==> src/hw/swr_regs.svh <==
`ifndef SWR_REGS_SVH
`define SWR_REGS_SVH
// ************************************************************
// Timing at the 25 MHz system clock
// ************************************************************
`define SWR_CLK_MHZ 25
`define SWR_RST_US 480
`define SWR_RST_CYC (`SWR_RST_US * `SWR_CLK_MHZ)
`define SWR_PDH_US 30
`define SWR_PDH_CYC (`SWR_PDH_US * `SWR_CLK_MHZ)
`define SWR_PDL_US 120
`define SWR_PDL_CYC (`SWR_PDL_US * `SWR_CLK_MHZ)
`define SWR_SAMPLE_US 30
`define SWR_SAMPLE_CYC (`SWR_SAMPLE_US * `SWR_CLK_MHZ)
`define SWR_INT_PULSE_US 1000
`define SWR_INT_PULSE_CYC (`SWR_INT_PULSE_US * `SWR_CLK_MHZ)
`define SWR_OSC_DIV 32768
// ************************************************************
// Control byte fields and reset value
// ************************************************************
`define SWR_CTRL_IE 7
`define SWR_CTRL_IS_HI 6
`define SWR_CTRL_IS_LO 4
`define SWR_CTRL_OSC 3
`define SWR_CTRL_OSC_ECHO 2
`define SWR_CTRL_RST 8'h00
// ************************************************************
// Commands and sequence lengths
// ************************************************************
`define SWR_CMD_READ_ROM 8'h33
`define SWR_CMD_MATCH_ROM 8'h55
`define SWR_CMD_SEARCH_ROM 8'hF0
`define SWR_CMD_SKIP_ROM 8'hCC
`define SWR_CMD_READ_CLK 8'h66
`define SWR_CMD_WRITE_CLK 8'h99
`define SWR_ID_BITS 56
`define SWR_ROM_LAST 7'h3F
`define SWR_RD_LAST 7'h27
`define SWR_WR_BYTES 3'h5
`define SWR_CRC_POLY 8'h8C
`endif

==> src/hw/swr_pkg.sv <==
package swr_pkg;
  // Protocol states of the device
  typedef enum logic [3:0] {
    ST_HALT, ST_PDH, ST_PDL, ST_ROM_CMD, ST_ROM_READ, ST_MATCH,
    ST_SEARCH, ST_FUNC, ST_RD_CLK, ST_WR_CLK
  } swr_state_e;
  typedef struct packed {
    swr_state_e state;
    logic [1:0] phase;
    logic [6:0] idx;
    logic dq_prev;
    logic [15:0] low_cnt;
    logic rst_seen;
    logic [15:0] tmr;
    logic slot_act;
    logic [15:0] slot_cnt;
    logic [7:0] byte_sh;
    logic [31:0] rbuf;
    logic [2:0] wr_bytes;
    logic ie;
    logic [2:0] isel;
    logic osc;
    logic load;
    logic dq_oe;
    logic irq_oe;
  } swr_main_s;
  typedef struct packed {
    logic [15:0] pre_cnt;
    logic [31:0] count;
    logic sel_prev;
    logic [15:0] pulse_cnt;
    logic int_active;
  } swr_tk_s;
  typedef struct packed {
    logic [7:0] sh;
    logic [5:0] idx;
    logic done;
  } swr_crc_s;
endpackage

==> src/hw/swr_tk_if.sv <==
`timescale 1ns/1ns
`default_nettype none
// Control and status between the protocol engine and the timekeeper
interface swr_tk_if;
  logic osc_run;
  logic int_enable;
  logic [2:0] int_sel;
  logic load;
  logic [31:0] load_val;
  logic [31:0] count;
  logic int_active;
  modport ctl (output osc_run, int_enable, int_sel, load, load_val, input count, int_active);
  modport tk (input osc_run, int_enable, int_sel, load, load_val, output count, int_active);
endinterface
`default_nettype wire

==> src/hw/swr_crc8.sv <==
`timescale 1ns/1ns
`default_nettype none
`include "swr_regs.svh"
// Serial identity check byte, worked out once after reset
module swr_crc8 #(
  parameter int W = `SWR_ID_BITS
) (
  // Clock and reset
  input wire logic mclk,
  input wire logic rst,
  // Identity bits, family code in the low byte
  input wire logic [W-1:0] data,
  // Result
  output logic [7:0] crc,
  output logic done
);
  import swr_pkg::*;
  swr_crc_s r_reg, r_next;
  logic fb;
  // One bit per clock, low bit first, shifting right
  always_comb begin
    r_next = r_reg;
    fb = r_reg.sh[0] ^ data[r_reg.idx];
    if (!r_reg.done) begin
      r_next.sh = {1'b0, r_reg.sh[7:1]} ^ (fb ? `SWR_CRC_POLY : 8'h00);
      r_next.idx = r_reg.idx + 6'h01;
      if (r_reg.idx == 6'(W - 1)) begin
        r_next.done = 1'b1;
      end
    end
  end
  always_ff @(posedge mclk or posedge rst) begin
    if (rst) begin
      r_reg <= '0;
    end else begin
      r_reg <= r_next;
    end
  end
  assign crc = r_reg.sh;
  assign done = r_reg.done;
endmodule // swr_crc8
`default_nettype wire

==> src/hw/swr_timekeeper.sv <==
`timescale 1ns/1ns
`default_nettype none
`include "swr_regs.svh"
// Seconds counter, prescaler and periodic interrupt pulse
module swr_timekeeper #(
  parameter int OSC_DIV = `SWR_OSC_DIV,
  parameter int INT_PULSE_CYC = `SWR_INT_PULSE_CYC
) (
  // Clock and reset
  input wire logic mclk,
  input wire logic rst,
  // One pulse per oscillator period
  input wire logic osc_pulse,
  // Engine side
  swr_tk_if.tk tk
);
  import swr_pkg::*;
  swr_tk_s r_reg, r_next;
  logic sel_bit;
  // Counter bit whose toggle period equals the interval
  function automatic logic [4:0] interval_bit(input logic [2:0] sel);
    case (sel)
      3'h0: interval_bit = 5'h00;
      3'h1: interval_bit = 5'h02;
      3'h2: interval_bit = 5'h05;
      3'h3: interval_bit = 5'h06;
      3'h4: interval_bit = 5'h0B;
      3'h5: interval_bit = 5'h0C;
      3'h6: interval_bit = 5'h10;
      default: interval_bit = 5'h11;
    endcase
  endfunction
  // Count, load and interrupt timing
  always_comb begin
    r_next = r_reg;
    sel_bit = r_reg.count[interval_bit(tk.int_sel)];
    if (tk.load) begin
      r_next.count = tk.load_val;
      r_next.pre_cnt = 16'h0000;
    end else if (tk.osc_run && osc_pulse) begin
      if (r_reg.pre_cnt == 16'(OSC_DIV - 1)) begin
        r_next.pre_cnt = 16'h0000;
        r_next.count = r_reg.count + 32'h1;
      end else begin
        r_next.pre_cnt = r_reg.pre_cnt + 16'h1;
      end
    end
    // A load or a new select that flips the bit fires at once
    r_next.sel_prev = sel_bit;
    if (sel_bit != r_reg.sel_prev && tk.int_enable) begin
      r_next.int_active = 1'b1;
      r_next.pulse_cnt = 16'(INT_PULSE_CYC - 1);
    end else if (r_reg.int_active) begin
      if (r_reg.pulse_cnt == 16'h0000) begin
        r_next.int_active = 1'b0;
      end else begin
        r_next.pulse_cnt = r_reg.pulse_cnt - 16'h1;
      end
    end
  end
  always_ff @(posedge mclk or posedge rst) begin
    if (rst) begin
      r_reg <= '0;
    end else begin
      r_reg <= r_next;
    end
  end
  assign tk.count = r_reg.count;
  assign tk.int_active = r_reg.int_active;
endmodule // swr_timekeeper
`default_nettype wire

==> src/hw/swr_rtc_top.sv <==
// Contract
// - Hold 64-bit identity: family, serial, CRC
// - CRC x8+x5+x4+1, zero start, LSB first
// - Every bus byte travels LSB first
// - Clock commands only after ROM command
// - Counter runs only with oscillator on
// - Master reads a frozen snapshot buffer
// - Control: IE, interval, oscillator, zero bits
// - Oscillator bits read back running state
// - Unequal oscillator bits: bit 3 wins
// - Interval select picks one of eight periods
// - Periodic pulses only while enabled
// - 32-bit seconds counter wraps to zero
// - Access starts at control, then LSB byte
// - Read command snapshots counter at MSB
// - Read sends five bytes, then repeats
// - Reset pulse abandons a read anytime
// - Write command: control byte applies at once
// - Written counter loads at next reset
// - After write, next pulse now or later
// - Stopped oscillator keeps written value
// - Interrupt pin only pulls low
// - ROM commands 33h, 55h, F0h, CCh
// - Reset 480us; presence 15-60us after release
// - Slots timed from master's falling edge
// - Pulse may fire during control access
`timescale 1ns/1ns
`default_nettype none
`include "swr_regs.svh"
module swr_rtc_top #(
  parameter logic [7:0] FAMILY_CODE = 8'h5A, // Arbitrary value
  parameter logic [47:0] SERIAL = 48'h0000_1234_5678, // Arbitrary value
  parameter int RST_CYC = `SWR_RST_CYC,
  parameter int OSC_DIV = `SWR_OSC_DIV,
  parameter int INT_PULSE_CYC = `SWR_INT_PULSE_CYC
) (
  // Clock and reset
  input wire logic mclk,
  input wire logic rst,
  // Single-wire data line, open drain
  input wire logic dq_in,
  output logic dq_out,
  output logic dq_oe,
  // Interrupt line, open drain
  output logic irq_out,
  output logic irq_oe,
  // Oscillator tick
  input wire logic osc_pulse
);
  import swr_pkg::*;

  // ************************************************************
  // Constants at register width
  // ************************************************************
  localparam logic [15:0] RST_C = 16'(RST_CYC);
  localparam logic [15:0] PDH_C = 16'(`SWR_PDH_CYC);
  localparam logic [15:0] PDL_C = 16'(`SWR_PDL_CYC);
  localparam logic [15:0] SAMPLE_C = 16'(`SWR_SAMPLE_CYC);

  // ************************************************************
  // Sub-blocks
  // ************************************************************
  swr_main_s r_reg, r_next;
  swr_tk_if tkb ();
  logic [7:0] crc;
  logic [63:0] rom;
  logic [39:0] rd_seq;
  logic [7:0] ctrl_rd;
  logic fall, rise, listening;
  logic bit_ev, tx_en, tx_bit;
  logic [7:0] rx_byte;
  logic [1:0] lane;

  // Check byte over family and serial
  swr_crc8 #(.W(`SWR_ID_BITS)) u_crc (
    .mclk(mclk),
    .rst(rst),
    .data({SERIAL, FAMILY_CODE}),
    .crc(crc),
    .done()
  );

  swr_timekeeper #(.OSC_DIV(OSC_DIV), .INT_PULSE_CYC(INT_PULSE_CYC)) u_tk (
    .mclk(mclk),
    .rst(rst),
    .osc_pulse(osc_pulse),
    .tk(tkb.tk)
  );

  // Engine drives the timekeeper from its own registers
  assign tkb.osc_run = r_reg.osc;
  assign tkb.int_enable = r_reg.ie;
  assign tkb.int_sel = r_reg.isel;
  assign tkb.load = r_reg.load;
  assign tkb.load_val = r_reg.rbuf;

  // ************************************************************
  // Data views
  // ************************************************************
  // Identity, sent from bit 0 upward
  assign rom = {crc, SERIAL, FAMILY_CODE};
  // Oscillator reported twice, low bits tied to zero
  assign ctrl_rd = {r_reg.ie, r_reg.isel, r_reg.osc, r_reg.osc, 2'b00};
  // Control byte first, then counter from its low byte
  assign rd_seq = {r_reg.rbuf, ctrl_rd};
  assign fall = r_reg.dq_prev & ~dq_in;
  assign rise = ~r_reg.dq_prev & dq_in;
  assign rx_byte = {dq_in, r_reg.byte_sh[7:1]};
  // Byte 0 of the sequence is control, so counter lane n arrives as byte n+1
  assign lane = 2'(r_reg.wr_bytes - 3'h1);

  // Bit the device sends in the coming slot
  always_comb begin
    tx_en = 1'b0;
    tx_bit = 1'b1;
    listening = 1'b1;
    case (r_reg.state)
      ST_ROM_READ: begin
        tx_en = 1'b1;
        tx_bit = rom[r_reg.idx[5:0]];
      end
      ST_SEARCH: begin
        // Bit, then its complement, then the master's choice
        tx_en = (r_reg.phase != 2'h2);
        tx_bit = rom[r_reg.idx[5:0]] ^ r_reg.phase[0];
      end
      ST_RD_CLK: begin
        tx_en = 1'b1;
        tx_bit = rd_seq[r_reg.idx[5:0]];
      end
      ST_ROM_CMD, ST_MATCH, ST_FUNC, ST_WR_CLK: begin
        tx_en = 1'b0;
      end
      default: begin
        listening = 1'b0;
      end
    endcase
  end

  // ************************************************************
  // Next-state logic
  // ************************************************************
  always_comb begin
    r_next = r_reg;
    bit_ev = 1'b0;
    r_next.load = 1'b0;
    r_next.dq_prev = dq_in;
    // Open-drain interrupt: enable only, level fixed low
    r_next.irq_oe = tkb.int_active;
    // Length of the current low stretch, saturating
    if (dq_in) begin
      r_next.low_cnt = 16'h0000;
    end else if (r_reg.low_cnt != RST_C) begin
      r_next.low_cnt = r_reg.low_cnt + 16'h1;
    end

    // Slot engine: a master edge opens, a fixed delay samples
    if (r_reg.slot_act) begin
      r_next.slot_cnt = r_reg.slot_cnt + 16'h1;
      if (r_reg.slot_cnt == SAMPLE_C - 16'h1) begin
        bit_ev = 1'b1;
        r_next.slot_act = 1'b0;
        r_next.dq_oe = 1'b0;
      end
    end else if (fall && listening) begin
      r_next.slot_act = 1'b1;
      r_next.slot_cnt = 16'h0000;
      // A one is sent by leaving the line alone
      r_next.dq_oe = tx_en & ~tx_bit;
    end

    case (r_reg.state)
      ST_PDH: begin
        r_next.tmr = r_reg.tmr + 16'h1;
        if (r_reg.tmr == PDH_C - 16'h1) begin
          r_next.state = ST_PDL;
          r_next.tmr = 16'h0000;
          r_next.dq_oe = 1'b1;
        end
      end
      ST_PDL: begin
        r_next.tmr = r_reg.tmr + 16'h1;
        if (r_reg.tmr == PDL_C - 16'h1) begin
          r_next.state = ST_ROM_CMD;
          r_next.dq_oe = 1'b0;
          r_next.idx = 7'h00;
        end
      end
      ST_ROM_CMD: begin
        if (bit_ev) begin
          r_next.byte_sh = rx_byte;
          r_next.idx = r_reg.idx + 7'h1;
          if (r_reg.idx == 7'h07) begin
            r_next.idx = 7'h00;
            r_next.phase = 2'h0;
            case (rx_byte)
              `SWR_CMD_READ_ROM: r_next.state = ST_ROM_READ;
              `SWR_CMD_MATCH_ROM: r_next.state = ST_MATCH;
              `SWR_CMD_SEARCH_ROM: r_next.state = ST_SEARCH;
              `SWR_CMD_SKIP_ROM: r_next.state = ST_FUNC;
              default: r_next.state = ST_HALT;
            endcase
          end
        end
      end
      ST_ROM_READ: begin
        if (bit_ev) begin
          r_next.idx = r_reg.idx + 7'h1;
          if (r_reg.idx == `SWR_ROM_LAST) begin
            r_next.idx = 7'h00;
            r_next.state = ST_FUNC;
          end
        end
      end
      ST_MATCH: begin
        if (bit_ev) begin
          r_next.idx = r_reg.idx + 7'h1;
          if (dq_in != rom[r_reg.idx[5:0]]) begin
            r_next.state = ST_HALT;
          end else if (r_reg.idx == `SWR_ROM_LAST) begin
            r_next.idx = 7'h00;
            r_next.state = ST_FUNC;
          end
        end
      end
      ST_SEARCH: begin
        if (bit_ev) begin
          r_next.phase = r_reg.phase + 2'h1;
          if (r_reg.phase == 2'h2) begin
            r_next.phase = 2'h0;
            r_next.idx = r_reg.idx + 7'h1;
            // Lose the search as soon as the master takes the other branch
            if (dq_in != rom[r_reg.idx[5:0]]) begin
              r_next.state = ST_HALT;
            end else if (r_reg.idx == `SWR_ROM_LAST) begin
              r_next.idx = 7'h00;
              r_next.state = ST_FUNC;
            end
          end
        end
      end
      ST_FUNC: begin
        if (bit_ev) begin
          r_next.byte_sh = rx_byte;
          r_next.idx = r_reg.idx + 7'h1;
          if (r_reg.idx == 7'h07) begin
            r_next.idx = 7'h00;
            r_next.wr_bytes = 3'h0;
            case (rx_byte)
              `SWR_CMD_READ_CLK: begin
                // Snapshot on the command's last bit
                r_next.rbuf = tkb.count;
                r_next.state = ST_RD_CLK;
              end
              `SWR_CMD_WRITE_CLK: begin
                // Unwritten lanes keep the present time
                r_next.rbuf = tkb.count;
                r_next.state = ST_WR_CLK;
              end
              default: r_next.state = ST_HALT;
            endcase
          end
        end
      end
      ST_RD_CLK: begin
        if (bit_ev) begin
          // Wrap to the control byte, same snapshot
          r_next.idx = (r_reg.idx == `SWR_RD_LAST) ? 7'h00 : r_reg.idx + 7'h1;
        end
      end
      ST_WR_CLK: begin
        if (bit_ev) begin
          r_next.byte_sh = rx_byte;
          r_next.idx = {4'h0, r_reg.idx[2:0] + 3'h1};
          if (r_reg.idx[2:0] == 3'h7) begin
            if (r_reg.wr_bytes == 3'h0) begin
              // Control takes effect at once, bit 3 rules the oscillator
              r_next.ie = rx_byte[`SWR_CTRL_IE];
              r_next.isel = rx_byte[`SWR_CTRL_IS_HI:`SWR_CTRL_IS_LO];
              r_next.osc = rx_byte[`SWR_CTRL_OSC];
            end else if (r_reg.wr_bytes != `SWR_WR_BYTES) begin
              r_next.rbuf[{lane, 3'b000} +: 8] = rx_byte;
            end
            if (r_reg.wr_bytes != `SWR_WR_BYTES) begin
              r_next.wr_bytes = r_reg.wr_bytes + 3'h1;
            end
          end
        end
      end
      default: begin
        r_next.tmr = 16'h0000;
      end
    endcase

    // Long low: abandon everything, keep only the counter commit
    if (!dq_in && r_reg.low_cnt == RST_C - 16'h1) begin
      r_next.rst_seen = 1'b1;
      r_next.state = ST_HALT;
      r_next.slot_act = 1'b0;
      r_next.dq_oe = 1'b0;
      r_next.idx = 7'h00;
      if (r_reg.state == ST_WR_CLK && r_reg.wr_bytes > 3'h1) begin
        r_next.load = 1'b1;
      end
    end
    // Release after a reset starts the presence answer
    if (rise && r_reg.rst_seen) begin
      r_next.rst_seen = 1'b0;
      r_next.state = ST_PDH;
      r_next.tmr = 16'h0000;
    end
  end

  // ************************************************************
  // State register
  // ************************************************************
  always_ff @(posedge mclk or posedge rst) begin
    if (rst) begin
      r_reg <= '0;
      r_reg.state <= ST_HALT;
      r_reg.dq_prev <= 1'b1;
      {r_reg.ie, r_reg.isel, r_reg.osc} <= 5'(`SWR_CTRL_RST >> `SWR_CTRL_OSC);
    end else begin
      r_reg <= r_next;
    end
  end

  // Both pins only ever pull low
  assign dq_out = 1'b0;
  assign irq_out = 1'b0;
  assign dq_oe = r_reg.dq_oe;
  assign irq_oe = r_reg.irq_oe;
endmodule // swr_rtc_top
`default_nettype wire

==> config.mk <==
export PLATFORM = sky130hd
export DESIGN_NAME = swr_rtc_top
export DESIGN_NICKNAME = d
export VERILOG_FILES = /design/src/hw/swr_pkg.sv /design/src/hw/swr_tk_if.sv /design/src/hw/swr_crc8.sv /design/src/hw/swr_timekeeper.sv /design/src/hw/swr_rtc_top.sv
export VERILOG_INCLUDE_DIRS = /design/src /design/src/hw
export SDC_FILE = /design/constraint.sdc
export NUM_CORES = 1
export LEC_CHECK = 0
export ABC_AREA = 1
export BUFFER_PORTS_ARGS = -buffer_cell sky130_fd_sc_hd__clkbuf_2
export CAP_MARGIN = 20
export CELL_PAD_IN_SITES_DETAIL_PLACEMENT = 1
export CELL_PAD_IN_SITES_GLOBAL_PLACEMENT = 1
export CORE_MARGIN = 1
export CORE_UTILIZATION = 48
export CTS_CLUSTER_DIAMETER = 200
export DETAILED_ROUTE_END_ITERATION = 10
export MAX_ROUTING_LAYER = met4
export PLACE_DENSITY_LB_ADDON = 0.1
export SETUP_SLACK_MARGIN = 0.02
export SYNTH_ARGS = -nofsm -noshare
export SYNTH_HDL_FRONTEND = slang
export SYNTH_HIERARCHICAL = 1
export SYNTH_SLANG_ARGS = --single-unit
==> constraint.sdc <==
create_clock -name mclk -period 4.29 [get_ports mclk]
set_input_delay 0.6435 -clock mclk [delete_from_list [all_inputs] [get_ports mclk]]
set_output_delay 0.6435 -clock mclk [all_outputs]
set_load 0.03 [all_outputs]
==> results.txt <==
----------------------------------------------------
[Die]
  Full die area ... between 0.02 and 0.03 mm2
  Die extent in y ... roughly 170 um
  Die X-Extent ... around 170 um
  Cell Rows ... 60
  Initial core utilization ... approximately half
  Core area ... about 0.027 mm2
  Top Ports ... 8

[Finish]
  Antenna Cells ... 0
  Layout area overhead ... 5.93%
  Final #Nets ... 1902
  Post-Route Utilization ... 52.2%
  Proportion of layout cells with a drive suffix above 1 ... ~7.3%
  Max FFs per register ... 74

[Timing]
  Final period utilization ... approximately 67%
  Count of endpoints failing hold in the final timing report ... 0
  Count of endpoints failing setup in the final report ... 0
  Final count of pins violating max slew ... 0
  RSZ-0062 raised after global routing ... false
  Final period demand of the worst path ... roughly 2.9 ns
  Highest achievable clock rate ... about 350 MHz
  Final setup skew ... between 0.015 and 0.02 ns
  Worst relative slew slack ... 40.0%
  Setup TNS Final ... 0 ns
  Setup WS post-layout ... roughly 1.4 ns
  Transition time at the pin with the least slew margin ... between 0.8 and 0.9 ns

[Yosys]
  Syn. warnings ... 6
  Number of cells produced by synthesis ... approximately 1900
  Per-instance average area after synthesis ... between 7 and 8 um2
  Adder and majority cell fraction of the synthesized area ... about 2.1%
  Post-synthesis share of cell area spent on xor and xnor gates ... around 2.4%
  Leading cell types by total area after synthesis ... dfrtp_1 (36%), nand2_1 (14%), nand3_1 (6.4%), inv_1 (6.0%), o21ai_0 (5.6%)
  Post-Syn Area ... about 0.013 mm2
  Combinational family with the most area after synthesis ... simple AND/OR/NAND/NOR gates
  Number of synthesized register bits ... about 200
  Post-synthesis compound-gate area fraction ... ~14%
  Unique masters post-synth ... 63
  Synth Area in Simple Gates ... 34.0%
  Part of the Yosys area used for sequential elements ... 36.5%
  Post-synthesis mux area share ... 0.0748%
  Fraction of post-synthesis cell area in the top cell type by area ... around 36%
  Area leader, netlist ... dfrtp_1

[CTS]
  Clock-pin transition on the worst setup and hold timing paths ... around 0.080 ns
  Clock buffer depth ... 2
  Count of H-tree levels built during CTS ... 4
  CTS Root Buffer Type ... clkbuf_16
  Clock latency on the worst-skew pair ... 0.46 ns
  CTS tree ... built
  Number of instances resized during post-cts repair ... 0
  Hold-fix buffer count after cts ... 0
  Sinks on the clock net ... approximately 200
  Inserted Clock Buffers ... 17
  Setup repair bufs after CTS ... 0

[Placement]
  Dpl ws ... between 1 and 1.5 ns
  Post-detail-place hpwl ... 28700 um
  GP Congestion ... ~0.96
  Count of input and output buffers ... 5

[Setup path]
  Cell breakdown of the critical path ... inv_1 > ha_1 > nand2_1 > a21oi_1 > nor2_2 > nand3b_4 > nor2_4 > nand2_1 > o21ai_2
  Reg2Reg Depth ... 9
  CP Data Arrival Time ... 3.26 ns
  Worst setup SP type ... flop
  Max incr delay on CP ... between 0.7 and 0.8 ns
  Setup CP Type ... flop to flop
  Category of cells accounting for the largest share of critical-path delay ... simple AND/OR/NAND/NOR gates
  Crit path max-delay cell type ... dfrtp_1
  CP Max Fanout ... 28
  Reg-to-reg critical path endpoint ... tkb.load_val[5]$_DFFE_PP0P_
  RR Startpoint ... r_reg[8]$_DFFE_PP0P_
  Required time at the endpoint of the critical path ... 4.66 ns
  Cell type with the highest occurrence count on the critical path ... nand2_1
  Bufs and invs on worst path ... 1
  R2R setup slack ... between 1 and 1.5 ns
  Type of destination of the critical path ... flop

[Global routing]
  Number of antenna violations at the first check in global routing ... 0
  Maximum number of pins on one net before global-route repair ... 115
  Busiest layer in global routing ... met2
  Gr ovfl total ... 0
  M2 GR Usage ... 48.7%
  Met3 global-route usage ... 4.26%
  Global routing met1 resource utilization ... approximately 38%
  Via count of the first global-routing pass ... between 10000 and 15000
  Wire length of the first global-routing pass ... approximately 66000 um
  Total routing resource utilization after global routing ... approximately 30%

[Power]
  Cell Pwr Density ... slightly below 400 mW/mm2
  Total design power ... 5.45 mW
  Static leakage power ... 6.74 nW
  Peak ir drop on the vdd network ... about 0.00028 V

[Hold path]
  Path category of the worst min-delay check ... input pin to async pin

[Routing]
  Violation count after the first detailed-routing iteration ... roughly 810
  Routed WL per cell ... approximately 17 um
  Total number of vias ... approximately 13000
  Antenna viol nets, final ... 0
  Pre-antenna DRT Iters ... 5
  Remaining DRCs ... 0
  Final wirelength ... 39300 um
  Via density ... approximately 5.6

[Outcome]
  Status ... finished, final reports clean

[Run]
  Max-Cap Viols ... 0

----------------------------------------------------
==> cell usage after synthesis, drive strengths merged <==
| cell type | number |
|---|---|
| a21oi | 59 |
| clkbuf | 23 |
| o31ai | 3 |
| xor2 | 30 |
| clkinv | 2 |
| o32ai | 2 |
| a311oi | 1 |
| nor3 | 50 |
| nand4 | 32 |
| nor4b | 1 |
| inv | 228 |
| buf | 79 |
| dfstp | 1 |
| a21boi | 2 |
| a21o | 1 |
| nand3b | 9 |
| a221oi | 3 |
| dfrtp | 194 |
| o211a | 1 |
| o21a | 2 |
| or3 | 1 |
| o22ai | 12 |
| xnor2 | 7 |
| o211ai | 25 |
| o221a | 1 |
| or2 | 9 |
| o221ai | 2 |
| a32oi | 2 |
| o21ai | 192 |
| nor4 | 28 |
| nand3 | 183 |
| a31oi | 11 |
| a22oi | 4 |
| nor2 | 156 |
| ha | 22 |
| mux2i | 1 |
| nand2 | 503 |
| conb | 2 |
| a211oi | 4 |
==> worst reg2reg max path: cells and delay by family (launching register included) <==
family | cells | cell delay (ns)
AOI/OAI and AO/OA | 2 | 0.15
DFF | 1 | 0.79
and+or+nand+nor | 5 | 1.12
buffers and inverters | 1 | 0.38
adders and majority gates | 1 | 0.38
==> report_power, final <==
| group | internal, mW | switching, mW | total [mW] |
|---|---|---|---|
| clock network | 0.974 | 0.769 | 1.74 |
| logic | 0.407 | 0.887 | 1.29 |
| registers | 2.08 | 0.329 | 2.41 |
| total | 3.46 | 1.98 | 5.45 |
==> worst max-delay path by stage <==
stage | from | endpoint | slack, ns | depth (start not counted)
6_report | r_reg[8]$_DFFE_PP0P_ | tkb.load_val[5]$_DFFE_PP0P_ | 1.41 | 9
5_1_grt | r_reg[8]$_DFFE_PP0P_ | tkb.load_val[5]$_DFFE_PP0P_ | 1.18 | 9
4_1_cts | r_reg[8]$_DFFE_PP0P_ | tkb.load_val[5]$_DFFE_PP0P_ | 1.46 | 9
3_5_place_dp | dq_in | r_reg[82]$_DFFE_PP0P_ | 1.38 | 12
3_3_place_gp | dq_in | r_reg[82]$_DFFE_PP0P_ | 1.54 | 12
2_1_floorplan | rst | dq_oe$_DFF_PP0_ | 0.63 | 1
==> layer usage <==
metal | vias to the layer above | part of all wire, %
met2 | 178 | 48
met4 | 0 | 2.3
met5 | - | 0
met1 | 6243 | 46
met3 | 59 | 3.1
li1 | 6100 | -
==> cell usage in the layout, fill, tap and decap left out, types with 17 or more instances in the layout <==
cell	netlist	routed
o21ai_1	36	36
dfrtp_1	194	194
nor2_1	139	139
o21ai_0	151	151
nor4_1	23	23
nand4_1	31	31
nor3_1	40	40
nand3_1	172	172
ha_1	22	22
nand2_1	490	490
clkbuf_16	0	17
xor2_1	30	30
inv_1	215	213
conb_1	2	58
a21oi_1	58	58
o211ai_1	25	25
==> through the flow <==
stage,std cells,hold WS [ns],cell area [um2]
after floorplan,1944,0.452,13600
after global placement,2228,0.484,13500
after detailed placement,2228,0.490,13500
after CTS,2258,0.328,14200
after global routing,2259,0.214,14200
final,2259,0.177,14200
==> logic make-up (layout without fill, tap and decap cells) <==
group / count (synthesis) / count (layout)
AO/OA/AOI/OAI: 327 / 327
flip-flops: 195 / 195
AND/OR/NAND/NOR: 972 / 972
buffers and inverters: 332 / 275
other: 2 / 58
multiplexers: 1 / 1
XOR/XNOR: 37 / 37
adder cells (fa/ha/maj): 22 / 22
==> area by class of cell <==
class                           instances  area, um2
Clock buffer                           18        429
Clock inverter                         12        180
Fill cell                            3582      13000
Inverter                              230        867
Multi-Input combinational cell       1417       7230
Sequential cell                       195       4880
Tap cell                              372        465
Timing Repair Buffer                   15        125
No activity file was read; power rests on OpenSTA's default activity.
